===== src/ims_regs.svh =====
`ifndef IMS_REGS_SVH
`define IMS_REGS_SVH
// Notes on behaviour
// - Fixed-register type: 19/20 clocks internal fetch, 21+w/22+w with external fetch.
// - General type memory-to-register: 30, 29 or 31+w clocks; up to 33+2w.
// - Output-port type with ring: longer count when ring counter is zero; plain 37.
// - Counts start after instruction end and priority identification, which add time.
// - Internal fetch figures only when internal fetch select is 1.
// - Buffers in 0FE00H-0FEFFH use internal RAM timing; other internal RAM uses w=0.
// - Register-transfer types may add up to 15 further wait clocks.
// - Output-port type takes one clock more when a timer 1 compare wait occurs.
// - Transfer on each request; vectored interrupt only after programmed count completes.
// - Vectored interrupt saves PC and status word; a serviced transfer skips that.
// - Seventeen sources may request service; at most fifteen enabled at once.
// - Timer 1 matches: all types; edges 3-5 and wide timer: general only.
// - Fixed-register type binds each source to one fixed register.
// - Fixed-register type moves exactly one byte per request in the selected direction.
// - Fixed-register type buffers lie only within 0FE00H-0FEFFH.
// - Service ignores the global enable; only the mask blocks it.
// - Each service decrements the counter; zero raises vector, else flag clears.
// - General type moves one byte between a chosen register and 0000H-FEFFH.
// - Output-port type writes port and timer 1 compare; timer 1 sources only.
`define IMS_NSRC 17
`define IMS_MAX_ACTIVE 5'h0f
`define IMS_IDENT_CLKS 2'h3
`define IMS_OFF_CTRL 8'h00
`define IMS_OFF_MASK 8'h04
`define IMS_OFF_FLAGS 8'h08
`define IMS_OFF_STATUS 8'h0c
`define IMS_OFF_MODE 8'h40
`define IMS_OFF_CHAN 8'h88
`define IMS_CTRL_RESET 32'h0000_0001
`define IMS_MASK_RESET 17'h1_ffff
`define IMS_TYPE_A 2'h0
`define IMS_TYPE_B 2'h1
`define IMS_TYPE_C 2'h2
`define IMS_IRAM_PAGE 8'hfe
`define IMS_ROM_LIMIT 16'h4000
`define IMS_PERI_LO 16'hfc80
`define IMS_PERI_HI 16'hfdff
`define IMS_MEM_TOP 16'hfeff
`define IMS_A_M2S 8'h13
`define IMS_B_ROM 8'h1e
`define IMS_B_RAM 8'h1d
`define IMS_B_EXT 8'h1f
`define IMS_B_S2M_RAM 8'h1f
`define IMS_B_S2M_EXT 8'h21
`define IMS_C_ROM 8'h25
`define IMS_C_RAM 8'h23
`define IMS_C_EXT 8'h27
`define IMS_C_ADD 8'h04
`define IMS_C_RING 8'h05
`define IMS_EXT_FETCH 8'h02
`endif


===== src/ims_pkg.sv =====
package ims_pkg;
   typedef enum logic [1:0] {IMS_IDLE, IMS_SERVE} ims_state_e;
   typedef enum logic [1:0] {IMS_RGN_ROM, IMS_RGN_IRAM, IMS_RGN_OTHER, IMS_RGN_EXT} ims_rgn_e;
   typedef enum logic [3:0] {
      IMS_SFR_NONE, IMS_SFR_T1CMP_A, IMS_SFR_T1CMP_B, IMS_SFR_T2CMP_A, IMS_SFR_T2CMP_B,
      IMS_SFR_T2CMP_C, IMS_SFR_T3CMP, IMS_SFR_T2COUNT, IMS_SFR_CONV, IMS_SFR_URX,
      IMS_SFR_UTX, IMS_SFR_SYNC
   } ims_sfr_e;
   typedef struct packed {
      logic [1:0] typ;
      logic to_mem;
      logic ring;
      logic add;
      logic en;
      logic [7:0] sfr_addr;
   } ims_mode_s;
   typedef struct packed {
      logic valid;
      logic [4:0] src;
      logic [1:0] typ;
      logic to_mem;
      ims_sfr_e sfr;
      logic [7:0] sfr_addr;
      logic [15:0] mem_addr;
      logic port_too;
      logic add;
      logic last;
   } ims_xfer_s;
endpackage


===== src/ims_engine.sv =====
// Our own choices: the Wishbone slave port and the register addresses.
`timescale 1ns/100ps
`include "ims_regs.svh"
module ims_engine (
   input wire logic clk_i,
   input wire logic rst_i,
   input wire logic ce_i,
   input wire logic wb_cyc_i,
   input wire logic wb_stb_i,
   input wire logic wb_we_i,
   input wire logic [7:0] wb_adr_i,
   input wire logic [3:0] wb_sel_i,
   input wire logic [31:0] wb_dat_i,
   output logic [31:0] wb_dat_o,
   output logic wb_ack_o,
   input wire logic [16:0] req_i,
   input wire logic insn_end_i,
   input wire logic hold_insn_i,
   input wire logic global_irq_enable_i,
   input wire logic vec_ack_i,
   input wire logic [4:0] vec_ack_src_i,
   output logic [16:0] vec_req_o,
   output logic busy_o,
   output ims_pkg::ims_xfer_s xfer_o
);
   import ims_pkg::*;

   ////////////////////////////////////////////////////////////////////////////////
   // Functions

   function automatic logic [31:0] merge(input logic [31:0] old, input logic [31:0] nw, input logic [3:0] sel);
      logic [31:0] r;
      r = old;
      for (int b = 0; b < 4; b++) begin
         if (sel[b]) begin
            r[b*8 +: 8] = nw[b*8 +: 8];
         end
      end
      return r;
   endfunction

   function automatic logic type_ok(input logic [4:0] s, input logic [1:0] t);
      logic r;
      r = 1'b0;
      case (t)
         `IMS_TYPE_A: r = !(s inside {5'd3, 5'd4, 5'd5, 5'd6, 5'd7});
         `IMS_TYPE_B: r = 1'b1;
         `IMS_TYPE_C: r = (s == 5'd8) || (s == 5'd9);
         default: r = 1'b0;
      endcase
      return r;
   endfunction

   function automatic ims_sfr_e sfr_of(input logic [4:0] s);
      ims_sfr_e r;
      r = IMS_SFR_NONE;
      case (s)
         5'd0: r = IMS_SFR_T1CMP_B;
         5'd1: r = IMS_SFR_T2CMP_C;
         5'd2: r = IMS_SFR_T2COUNT;
         5'd8: r = IMS_SFR_T1CMP_A;
         5'd9: r = IMS_SFR_T1CMP_B;
         5'd10: r = IMS_SFR_T2CMP_A;
         5'd11: r = IMS_SFR_T2CMP_B;
         5'd12: r = IMS_SFR_T3CMP;
         5'd13: r = IMS_SFR_CONV;
         5'd14: r = IMS_SFR_URX;
         5'd15: r = IMS_SFR_UTX;
         5'd16: r = IMS_SFR_SYNC;
         default: r = IMS_SFR_NONE;
      endcase
      return r;
   endfunction

   function automatic ims_rgn_e rgn_of(input logic [15:0] a);
      ims_rgn_e r;
      r = IMS_RGN_EXT;
      if (a[15:8] == `IMS_IRAM_PAGE) begin
         r = IMS_RGN_IRAM;
      end else if (a >= `IMS_PERI_LO && a <= `IMS_PERI_HI) begin
         r = IMS_RGN_OTHER;
      end else if (a < `IMS_ROM_LIMIT) begin
         r = IMS_RGN_ROM;
      end
      return r;
   endfunction

   // Service length in clocks for one channel
   function automatic logic [7:0] svc_cycles(input ims_mode_s m, input ims_rgn_e g, input logic ring_zero,
                                              input logic [31:0] c);
      logic [7:0] n;
      logic [7:0] w;
      logic [7:0] mw;
      n = 8'h00;
      w = {4'h0, c[7:4]};
      mw = (g == IMS_RGN_OTHER) ? 8'h00 : w;
      case (m.typ)
         `IMS_TYPE_A: n = `IMS_A_M2S + {7'h00, m.to_mem};
         `IMS_TYPE_B: begin
            if (!m.to_mem) begin
               n = (g == IMS_RGN_ROM) ? `IMS_B_ROM : (g == IMS_RGN_IRAM) ? `IMS_B_RAM : `IMS_B_EXT + mw;
            end else begin
               n = (g == IMS_RGN_IRAM) ? `IMS_B_S2M_RAM : `IMS_B_S2M_EXT + mw;
            end
         end
         `IMS_TYPE_C: begin
            n = (g == IMS_RGN_ROM) ? `IMS_C_ROM : (g == IMS_RGN_IRAM) ? `IMS_C_RAM : `IMS_C_EXT + mw + mw;
            n = n + (m.add ? `IMS_C_ADD : 8'h00);
            n = n + (m.ring ? `IMS_C_RING : 8'h00) + ((m.ring && ring_zero) ? `IMS_C_RING : 8'h00);
         end
         default: n = 8'h00;
      endcase
      n = n + (c[0] ? 8'h00 : `IMS_EXT_FETCH + w);
      n = n + ((m.typ == `IMS_TYPE_C) ? {7'h00, c[12]} : {4'h0, c[11:8]});
      return n;
   endfunction

   ////////////////////////////////////////////////////////////////////////////////
   // Registers

   logic [31:0] ctrl;
   logic [16:0] mask;
   logic [16:0] flags;
   ims_mode_s mode [`IMS_NSRC];
   logic [7:0] count [`IMS_NSRC];
   logic [15:0] ptr [`IMS_NSRC];
   logic [1:0] age [`IMS_NSRC];
   ims_state_e state;
   logic [7:0] cnt;
   logic [7:0] len;
   logic [4:0] cur;
   logic [4:0] en_count;
   logic [16:0] eligible;
   logic [16:0] serviceable;
   logic [4:0] pick;
   logic pick_ok;
   logic accept;
   logic finish;
   logic [7:0] next_len;
   logic [7:0] left;
   logic wr;

   assign wr = wb_cyc_i && wb_stb_i && wb_we_i && !wb_ack_o && ce_i;

   always_comb begin
      en_count = 5'h00;
      for (int i = 0; i < `IMS_NSRC; i++) begin
         en_count = en_count + {4'h0, mode[i].en};
         serviceable[i] = mode[i].en && type_ok(5'(i), mode[i].typ) && (count[i] != 8'h00);
         eligible[i] = flags[i] && !mask[i] && serviceable[i] && (age[i] == `IMS_IDENT_CLKS);
      end
   end

   always_comb begin
      pick = 5'h00;
      pick_ok = 1'b0;
      for (int i = `IMS_NSRC - 1; i >= 0; i--) begin
         if (eligible[i]) begin
            pick = 5'(i);
            pick_ok = 1'b1;
         end
      end
   end

   assign accept = ce_i && state == IMS_IDLE && pick_ok && insn_end_i && !hold_insn_i;
   assign finish = ce_i && state == IMS_SERVE && cnt == 8'h01;
   assign next_len = svc_cycles(mode[pick], rgn_of(ptr[pick]), ctrl[23:16] == 8'h00, ctrl);
   assign left = count[cur] - 8'h01;

   // Serviced sources never reach the vector path; the CPU pushes PC and status on vec_ack_i
   assign vec_req_o = flags & ~mask & ~serviceable & {17{global_irq_enable_i}};
   assign busy_o = state == IMS_SERVE;

   ////////////////////////////////////////////////////////////////////////////////
   // Bus slave

   always_ff @(posedge clk_i) begin
      if (rst_i) begin
         wb_ack_o <= 1'b0;
         wb_dat_o <= 32'h0000_0000;
      end else if (ce_i) begin
         wb_ack_o <= wb_cyc_i && wb_stb_i && !wb_ack_o;
         wb_dat_o <= 32'h0000_0000;
         if (wb_cyc_i && wb_stb_i && !wb_ack_o && !wb_we_i) begin
            if (wb_adr_i == `IMS_OFF_CTRL) begin
               wb_dat_o <= ctrl;
            end else if (wb_adr_i == `IMS_OFF_MASK) begin
               wb_dat_o <= {15'h0000, mask};
            end else if (wb_adr_i == `IMS_OFF_FLAGS) begin
               wb_dat_o <= {15'h0000, flags};
            end else if (wb_adr_i == `IMS_OFF_STATUS) begin
               wb_dat_o <= {11'h000, en_count, cnt, 2'h0, cur, busy_o};
            end else begin
               for (int i = 0; i < `IMS_NSRC; i++) begin
                  if (wb_adr_i == `IMS_OFF_MODE + 8'(i * 4)) begin
                     wb_dat_o <= {16'h0000, mode[i].sfr_addr, 2'h0, mode[i].en, mode[i].add, mode[i].ring,
                                  mode[i].to_mem, mode[i].typ};
                  end
                  if (wb_adr_i == `IMS_OFF_CHAN + 8'(i * 4)) begin
                     wb_dat_o <= {ptr[i], 8'h00, count[i]};
                  end
               end
            end
         end
      end
   end

   always_ff @(posedge clk_i) begin
      if (rst_i) begin
         ctrl <= `IMS_CTRL_RESET;
         mask <= `IMS_MASK_RESET;
      end else if (ce_i) begin
         if (wr && wb_adr_i == `IMS_OFF_CTRL) begin
            ctrl <= merge(ctrl, wb_dat_i, wb_sel_i);
         end else if (finish && mode[cur].typ == `IMS_TYPE_C && mode[cur].ring) begin
            ctrl[23:16] <= (ctrl[23:16] == 8'h00) ? ctrl[31:24] : ctrl[23:16] - 8'h01;
         end
         if (wr && wb_adr_i == `IMS_OFF_MASK) begin
            mask <= {wb_sel_i[2] ? wb_dat_i[16] : mask[16], wb_sel_i[1] ? wb_dat_i[15:8] : mask[15:8],
                     wb_sel_i[0] ? wb_dat_i[7:0] : mask[7:0]};
         end
      end
   end

   ////////////////////////////////////////////////////////////////////////////////
   // Channels, flags and identification delay

   always_ff @(posedge clk_i) begin
      if (rst_i) begin
         for (int i = 0; i < `IMS_NSRC; i++) begin
            mode[i] <= '0;
            count[i] <= 8'h00;
            ptr[i] <= 16'h0000;
         end
      end else if (ce_i) begin
         for (int i = 0; i < `IMS_NSRC; i++) begin
            if (wr && wb_adr_i == `IMS_OFF_MODE + 8'(i * 4)) begin
               if (wb_sel_i[0]) begin
                  {mode[i].add, mode[i].ring, mode[i].to_mem, mode[i].typ} <= wb_dat_i[4:0];
                  mode[i].en <= wb_dat_i[5] && (mode[i].en || en_count < `IMS_MAX_ACTIVE);
               end
               mode[i].sfr_addr <= wb_sel_i[1] ? wb_dat_i[15:8] : mode[i].sfr_addr;
            end
            if (wr && wb_adr_i == `IMS_OFF_CHAN + 8'(i * 4)) begin
               count[i] <= wb_sel_i[0] ? wb_dat_i[7:0] : count[i];
               ptr[i] <= {wb_sel_i[3] ? wb_dat_i[31:24] : ptr[i][15:8], wb_sel_i[2] ? wb_dat_i[23:16] : ptr[i][7:0]};
            end else if (finish && cur == 5'(i)) begin
               count[i] <= left;
               ptr[i] <= (mode[i].typ == `IMS_TYPE_A) ? {`IMS_IRAM_PAGE, ptr[i][7:0] + 8'h01}
                                                     : ptr[i] + 16'h0001;
            end
         end
      end
   end

   always_ff @(posedge clk_i) begin
      if (rst_i) begin
         flags <= 17'h0_0000;
         for (int i = 0; i < `IMS_NSRC; i++) begin
            age[i] <= 2'h0;
         end
      end else if (ce_i) begin
         for (int i = 0; i < `IMS_NSRC; i++) begin
            if (req_i[i]) begin
               flags[i] <= 1'b1;
            end else if ((wr && wb_adr_i == `IMS_OFF_FLAGS && wb_sel_i[i / 8] && wb_dat_i[i])
                         || (finish && cur == 5'(i) && left != 8'h00)
                         || (vec_ack_i && vec_ack_src_i == 5'(i))) begin
               flags[i] <= 1'b0;
            end
            if (!flags[i] || (finish && cur == 5'(i))) begin
               age[i] <= 2'h0;
            end else if (age[i] != `IMS_IDENT_CLKS) begin
               age[i] <= age[i] + 2'h1;
            end
         end
      end
   end

   ////////////////////////////////////////////////////////////////////////////////
   // Service sequencer

   always_ff @(posedge clk_i) begin
      if (rst_i) begin
         state <= IMS_IDLE;
         cnt <= 8'h00;
         len <= 8'h00;
         cur <= 5'h00;
      end else if (ce_i) begin
         case (state)
            IMS_IDLE: begin
               if (accept) begin
                  state <= IMS_SERVE;
                  cur <= pick;
                  len <= next_len;
                  cnt <= next_len;
               end
            end
            IMS_SERVE: begin
               cnt <= cnt - 8'h01;
               if (cnt == 8'h01) begin
                  state <= IMS_IDLE;
               end
            end
            default: state <= IMS_IDLE;
         endcase
      end
   end

   always_ff @(posedge clk_i) begin
      if (rst_i) begin
         xfer_o <= '0;
      end else if (ce_i) begin
         xfer_o.valid <= finish;
         if (finish) begin
            xfer_o.src <= cur;
            xfer_o.typ <= mode[cur].typ;
            xfer_o.to_mem <= mode[cur].to_mem && mode[cur].typ != `IMS_TYPE_C;
            xfer_o.sfr <= (mode[cur].typ == `IMS_TYPE_A) ? sfr_of(cur) : IMS_SFR_NONE;
            xfer_o.sfr_addr <= mode[cur].sfr_addr;
            xfer_o.mem_addr <= (mode[cur].typ == `IMS_TYPE_A) ? {`IMS_IRAM_PAGE, ptr[cur][7:0]}
                             : (ptr[cur] > `IMS_MEM_TOP ? `IMS_MEM_TOP : ptr[cur]);
            xfer_o.port_too <= mode[cur].typ == `IMS_TYPE_C;
            xfer_o.add <= mode[cur].typ == `IMS_TYPE_C && mode[cur].add;
            xfer_o.last <= left == 8'h00;
         end
      end
   end

   ////////////////////////////////////////////////////////////////////////////////
   // Checks

   logic [7:0] elapsed;
   always_ff @(posedge clk_i) begin
      if (rst_i || accept) begin
         elapsed <= 8'h00;
      end else if (ce_i && state == IMS_SERVE) begin
         elapsed <= elapsed + 8'h01;
      end
   end

   AST_A_MEM2SFR: assert property (@(posedge clk_i) disable iff (rst_i)
      accept && mode[pick].typ == `IMS_TYPE_A && !mode[pick].to_mem && ctrl[0] && ctrl[11:8] == 4'h0
      |-> next_len == 8'd19) else $error("type A internal fetch length wrong");
   AST_A_EXTFETCH: assert property (@(posedge clk_i) disable iff (rst_i)
      accept && mode[pick].typ == `IMS_TYPE_A && !mode[pick].to_mem && !ctrl[0] && ctrl[11:8] == 4'h0
      |-> next_len == 8'h15 + {4'h0, ctrl[7:4]}) else $error("type A external fetch length wrong");
   AST_B_IRAM: assert property (@(posedge clk_i) disable iff (rst_i)
      accept && mode[pick].typ == `IMS_TYPE_B && !mode[pick].to_mem && ctrl[0] && ctrl[11:8] == 4'h0
      && ptr[pick][15:8] == `IMS_IRAM_PAGE |-> next_len == 8'd29) else $error("type B length wrong");
   AST_C_RINGZERO: assert property (@(posedge clk_i) disable iff (rst_i)
      accept && mode[pick].typ == `IMS_TYPE_C && mode[pick].ring && !mode[pick].add && ctrl[0] && !ctrl[12]
      && ptr[pick] < `IMS_ROM_LIMIT && ctrl[23:16] == 8'h00 |-> next_len == 8'd47) else $error("ring length wrong");
   AST_SVC_LEN: assert property (@(posedge clk_i) disable iff (rst_i || !ce_i)
      finish |-> elapsed + 8'h01 == len) else $error("service length differs from computed");
   AST_A_PAGE: assert property (@(posedge clk_i) disable iff (rst_i)
      xfer_o.valid && xfer_o.typ == `IMS_TYPE_A |-> xfer_o.mem_addr[15:8] == `IMS_IRAM_PAGE)
      else $error("type A buffer outside page");
   AST_BOUNDARY: assert property (@(posedge clk_i) disable iff (rst_i)
      ce_i && state == IMS_IDLE ##1 state == IMS_SERVE |-> $past(insn_end_i) && !$past(hold_insn_i))
      else $error("service started off boundary");
   AST_LAST_KEEPS: assert property (@(posedge clk_i) disable iff (rst_i)
      xfer_o.valid && xfer_o.last |-> flags[xfer_o.src]) else $error("flag lost on last transfer");
   AST_NO_VEC: assert property (@(posedge clk_i) disable iff (rst_i)
      xfer_o.valid && !xfer_o.last |-> !vec_req_o[xfer_o.src]) else $error("serviced request vectored");
   AST_MAX_ACTIVE: assert property (@(posedge clk_i) disable iff (rst_i)
      en_count <= `IMS_MAX_ACTIVE) else $error("too many channels enabled");

   COV_A: cover property (@(posedge clk_i) xfer_o.valid && xfer_o.typ == `IMS_TYPE_A);
   COV_C_RING: cover property (@(posedge clk_i) finish && mode[cur].ring && ctrl[23:16] == 8'h00);
   COV_VEC: cover property (@(posedge clk_i) xfer_o.valid && xfer_o.last ##1 vec_req_o != 17'h0_0000);
endmodule


===== config.mk =====
export PLATFORM = sky130hd
export DESIGN_NAME = ims_engine
export DESIGN_NICKNAME = d
export VERILOG_FILES = /design/src/ims_pkg.sv /design/src/ims_engine.sv
export VERILOG_INCLUDE_DIRS = /design/src /design/src/src
export SDC_FILE = /design/constraint.sdc
export NUM_CORES = 2
export LEC_CHECK = 0
export ABC_AREA = 0
export BUFFER_PORTS_ARGS = -buffer_cell sky130_fd_sc_hd__buf_4
export CORE_MARGIN = 8
export CORE_UTILIZATION = 30
export CTS_CLUSTER_SIZE = 40
export DETAILED_ROUTE_END_ITERATION = 16
export SLEW_MARGIN = 5
export SYNTH_ARGS = -nofsm -noshare
export SYNTH_HDL_FRONTEND = slang
export SYNTH_SLANG_ARGS = --single-unit

===== constraint.sdc =====
create_clock -name clk_i -period 12.9 [get_ports clk_i]
set_clock_uncertainty 0.15 [all_clocks]
set_input_delay 0.645 -clock clk_i [delete_from_list [all_inputs] [get_ports clk_i]]
set_output_delay 0.645 -clock clk_i [all_outputs]
set_load 0.05 [all_outputs]

==> impl.org <==
** Logic synthesis
- Async set-reset flop share out of synthesis :: 0%
- After synthesis the netlist holds a flip-flop and latch count of 842.
- The cell count after synthesis came out at roughly 6200.
- The synthesized netlist occupies a cell area of 53840 sq um.
- Syn avg cell area :: 8.651 sq um
- Netlist cell types :: 98
- When the netlist entered floorplanning its net count stood at around 6400.
- Sequential elements use 39.52% of the synthesized area.
- For this run, the leading register cell type out of synthesis is sky130_fd_sc_hd__edfxtp_1.
- The Yosys step of the flow raised 0 warnings.
- Yosys mapped a number of flops with a built-in enable equal to 442.

** Finish
- Excluding fillers, the count of instances in the completed layout stands at 8643.
- In the final layout, the share of cells above drive strength 1 is 12.59%.
- Most frequent cells in the layout :: sky130_fd_sc_hd__nand2_1, sky130_fd_sc_hd__nor2_1, sky130_fd_sc_hd__a21oi_1
- The library cell used most frequently in the layout, excluding fill and tap cells, is sky130_fd_sc_hd__nand2_1.
- The area growth from synthesis to layout is 13.70%.
- For this run, the post-layout net count is 6344.
- Cells fill roughly a third of the core in the end.

** Routing
- Wire per inst :: 34.36 um
- For this block, the routed nets add up to 297000 um of wire.
- For this run, design rule violations remaining after detail routing come to 0.
- Per-cell via count in the routed design :: 6.463
- Post-DRT Antenna Nets :: 0
- For this block, the initial DRC count from the detailed router was ~10000.
- The final route contains 55859 vias.
- Drt first pass iters :: 10

** Critical path
- Capturing point of the worst reg2reg path :: cnt[7]
- Maximum net fanout on the critical path :: 28
- Across all register-to-register paths, the minimum setup slack is around 2.7 ns.
- Slowest stage cell on the critical path :: sky130_fd_sc_hd__nor3_4
- The worst setup path is of the reg -> reg kind.
- Count of cells along the worst register-to-register path :: 32
- At the worst endpoint, the arrival time is 10.68 ns.
- STA classifies the critical path endpoint as a flip-flop.
- The most critical setup path has its endpoint at cnt[7].
- For the worst setup path, the data required time is 13.41 ns.
- Most common cell type on the critical path :: sky130_fd_sc_hd__ha_1
- For this run, the slowest stage of the critical path takes approximately 1.1 ns.
- Tracing the worst setup path back leads to its startpoint at mode[162].
- The startpoint identified for the worst register-to-register timing path is mode[162].
- Kind of launch point of the worst setup path :: flip-flop

** Timing
- In the final timing run, aggregate negative setup slack is 0 ns.
- Transition time at the pin with the least slew margin :: 1.456 ns
- Setup violations remaining at the end of the flow were counted as 0.
- In this run the tightest slew margin relative to its limit is roughly 2.6%.
- Of the available clock period, the critical path in the final layout requires 78.84%.
- Max Clk Rate :: 98.32 MHz
- RSZ-0062 raised after global routing :: no
- Counting I/O delays and the setup requirement, the final critical path takes 10.17 ns.
- The number of max-slew violations in the final report is 0.
- The hold violation count in the final report is 0.

** Placed design
- After detailed placement, the design holds a cell count of 8429.
- Number of I/O port buffers :: 166
- Detail Placement HPWL :: 222700 um
- Routability-driven placement finished with a final weighted congestion of 1.089.

** Die
- Horizontal die dimension :: 439.6 um
- The core region is 178400 sq um.
- Placement Rows :: 155
- Number of top-level pins :: 167
- Die outline area :: 193300 sq um
- The initial utilization of the core area, before any placement, comes to 30.18%.
- Vertical extent of the die :: 439.6 um

** Pwr
- Cell Pwr Density :: 103.4 nW/um^2
- In this run the static leakage power is 20.81 nW.
- Power comes to 6.331 mW.
- Peak supply drop :: 0.1077 mV

** Run status
- Result of the run :: finished, final reports clean

** CTS
- Once the clock tree was built, the resizer swapped 0 gates to a different size.
- Post-CTS clock slew at the launch and capture registers of the worst setup and hold paths :: approximately 0.06 ns
- H-tree lvl count :: 3
- At the later pin of the worst-skew pair, clock insertion delay measures roughly 0.8 ns.
- Clock net sink count :: 842
- The longest clock path from root to sink contains 3 buffers.
- TritonCTS built the clock tree.
- CTS buffer count :: 99
- Post-CTS Setup Repair Bufs :: 0
- The cell sitting at the root of the clock tree is a sky130_fd_sc_hd__clkbuf_16.
- After clock tree synthesis, the flow added hold-fix buffers numbering 13.

** GRT
- The first global-routing pass estimated 408800 um of wire.
- The via count of the first global-routing pass is 51098.
- Antenna violations before repair :: 19
- Remaining global-route overflow :: 0
- Entering global routing, the biggest net connects 210 pins.
- Overall global routing resource usage :: 29.28%

** Min path
- Hold Crit Class :: in -> reg

** Flow run
- Max capacitance violation total :: 0
[state kept, by name (all words and copies together) (netlist names), named ones only]
name / cells
ctrl: 32
wb_dat_o: 32
ptr: 272
cnt: 8
cur: 5
flags: 17
state: 1
age: 34
xfer_o: 40
mode: 238
wb_ack_o: 1
mask: 17
count: 136
[metal layers]
layer	GRT usage (%)	up-vias	share of wire [%]
met2	43.95	4567	42
li1	-	22901	-
met3	8.388	1116	13
met4	19.01	8	8.4
met5	0	-	0.016
met1	36.70	27267	36
[how the worst min path moves through the flow]
stage	startpoint	endpoint	slack, ns	cells past startpoint
2_1_floorplan	ctrl[2]	ctrl[2]	0.28	2
3_3_place_gp	ctrl[15]	ctrl[15]	0.30	2
3_5_place_dp	xfer_o[34]	xfer_o[34]	0.30	2
4_1_cts	req_i[15]	flags[15]	0.008	3
5_1_grt	req_i[15]	flags[15]	0.06	3
6_report	req_i[12]	flags[12]	0.05	3
[synth_stat cells (132+ instances only)]
library cell	n	area [sq um]
sky130_fd_sc_hd__edfxtp_1	442	13270
sky130_fd_sc_hd__a211oi_1	148	1111
sky130_fd_sc_hd__mux4_2	190	4279
sky130_fd_sc_hd__nor3_1	132	660.6
sky130_fd_sc_hd__nand2_1	1105	4148
sky130_fd_sc_hd__o21ai_0	227	1136
sky130_fd_sc_hd__a21oi_1	662	3313
sky130_fd_sc_hd__clkbuf_1	403	1513
sky130_fd_sc_hd__xnor2_1	150	1314
sky130_fd_sc_hd__nand3_1	183	915.9
sky130_fd_sc_hd__nor2_1	690	2590
sky130_fd_sc_hd__dfxtp_1	400	8008
sky130_fd_sc_hd__a22oi_1	141	1059
[metrics by stage]
| stage | hold WS [ns] | area, sq um | setup slack (ns) |
|---|---|---|---|
| 2_1_floorplan | 0.2832 | 53840 | 5.430 |
| 3_3_place_gp | 0.2997 | 57660 | 3.448 |
| 3_5_place_dp | 0.3025 | 57660 | 3.224 |
| 4_1_cts | 0.008414 | 61180 | 3.210 |
| 5_1_grt | 0.05998 | 61180 | 2.548 |
| 6_report | 0.05228 | 61220 | 2.730 |
[critical path: cells and delay by family, from the launching register on]
kind            cells  cell delay, ns
simple gates        8            1.99
flops               1            0.46
buf+inv             3            0.17
fa+ha+maj           7            2.48
compound gates     14            4.75
[kinds of logic after synthesis]
group | after synthesis | synth area share, %
simple gates | 2522 | 20.59
mux | 280 | 9.662
flops | 842 | 39.52
xor+xnor | 256 | 4.164
fa+ha+maj | 80 | 2.110
compound gates | 1662 | 19.79
buf+inv | 582 | 4.157
[area by class of cell]
cell class / instances / area [sq um]
diodes: 14 / 35.03
clock buffers: 154 / 3000
clock inverters: 33 / 392.9
fillers: 18354 / 117200
inverters: 103 / 386.6
multi-input cells: 4800 / 30540
flip-flops and latches: 842 / 21290
well taps: 2355 / 2947
repair buffers: 342 / 2620
[power by group]
part	internal, mW	switching (mW)
registers	2.86	0.0834
logic	0.107	0.290
clock network	1.69	1.30
total	4.66	1.67
No activity file was read; power rests on OpenSTA's default activity.
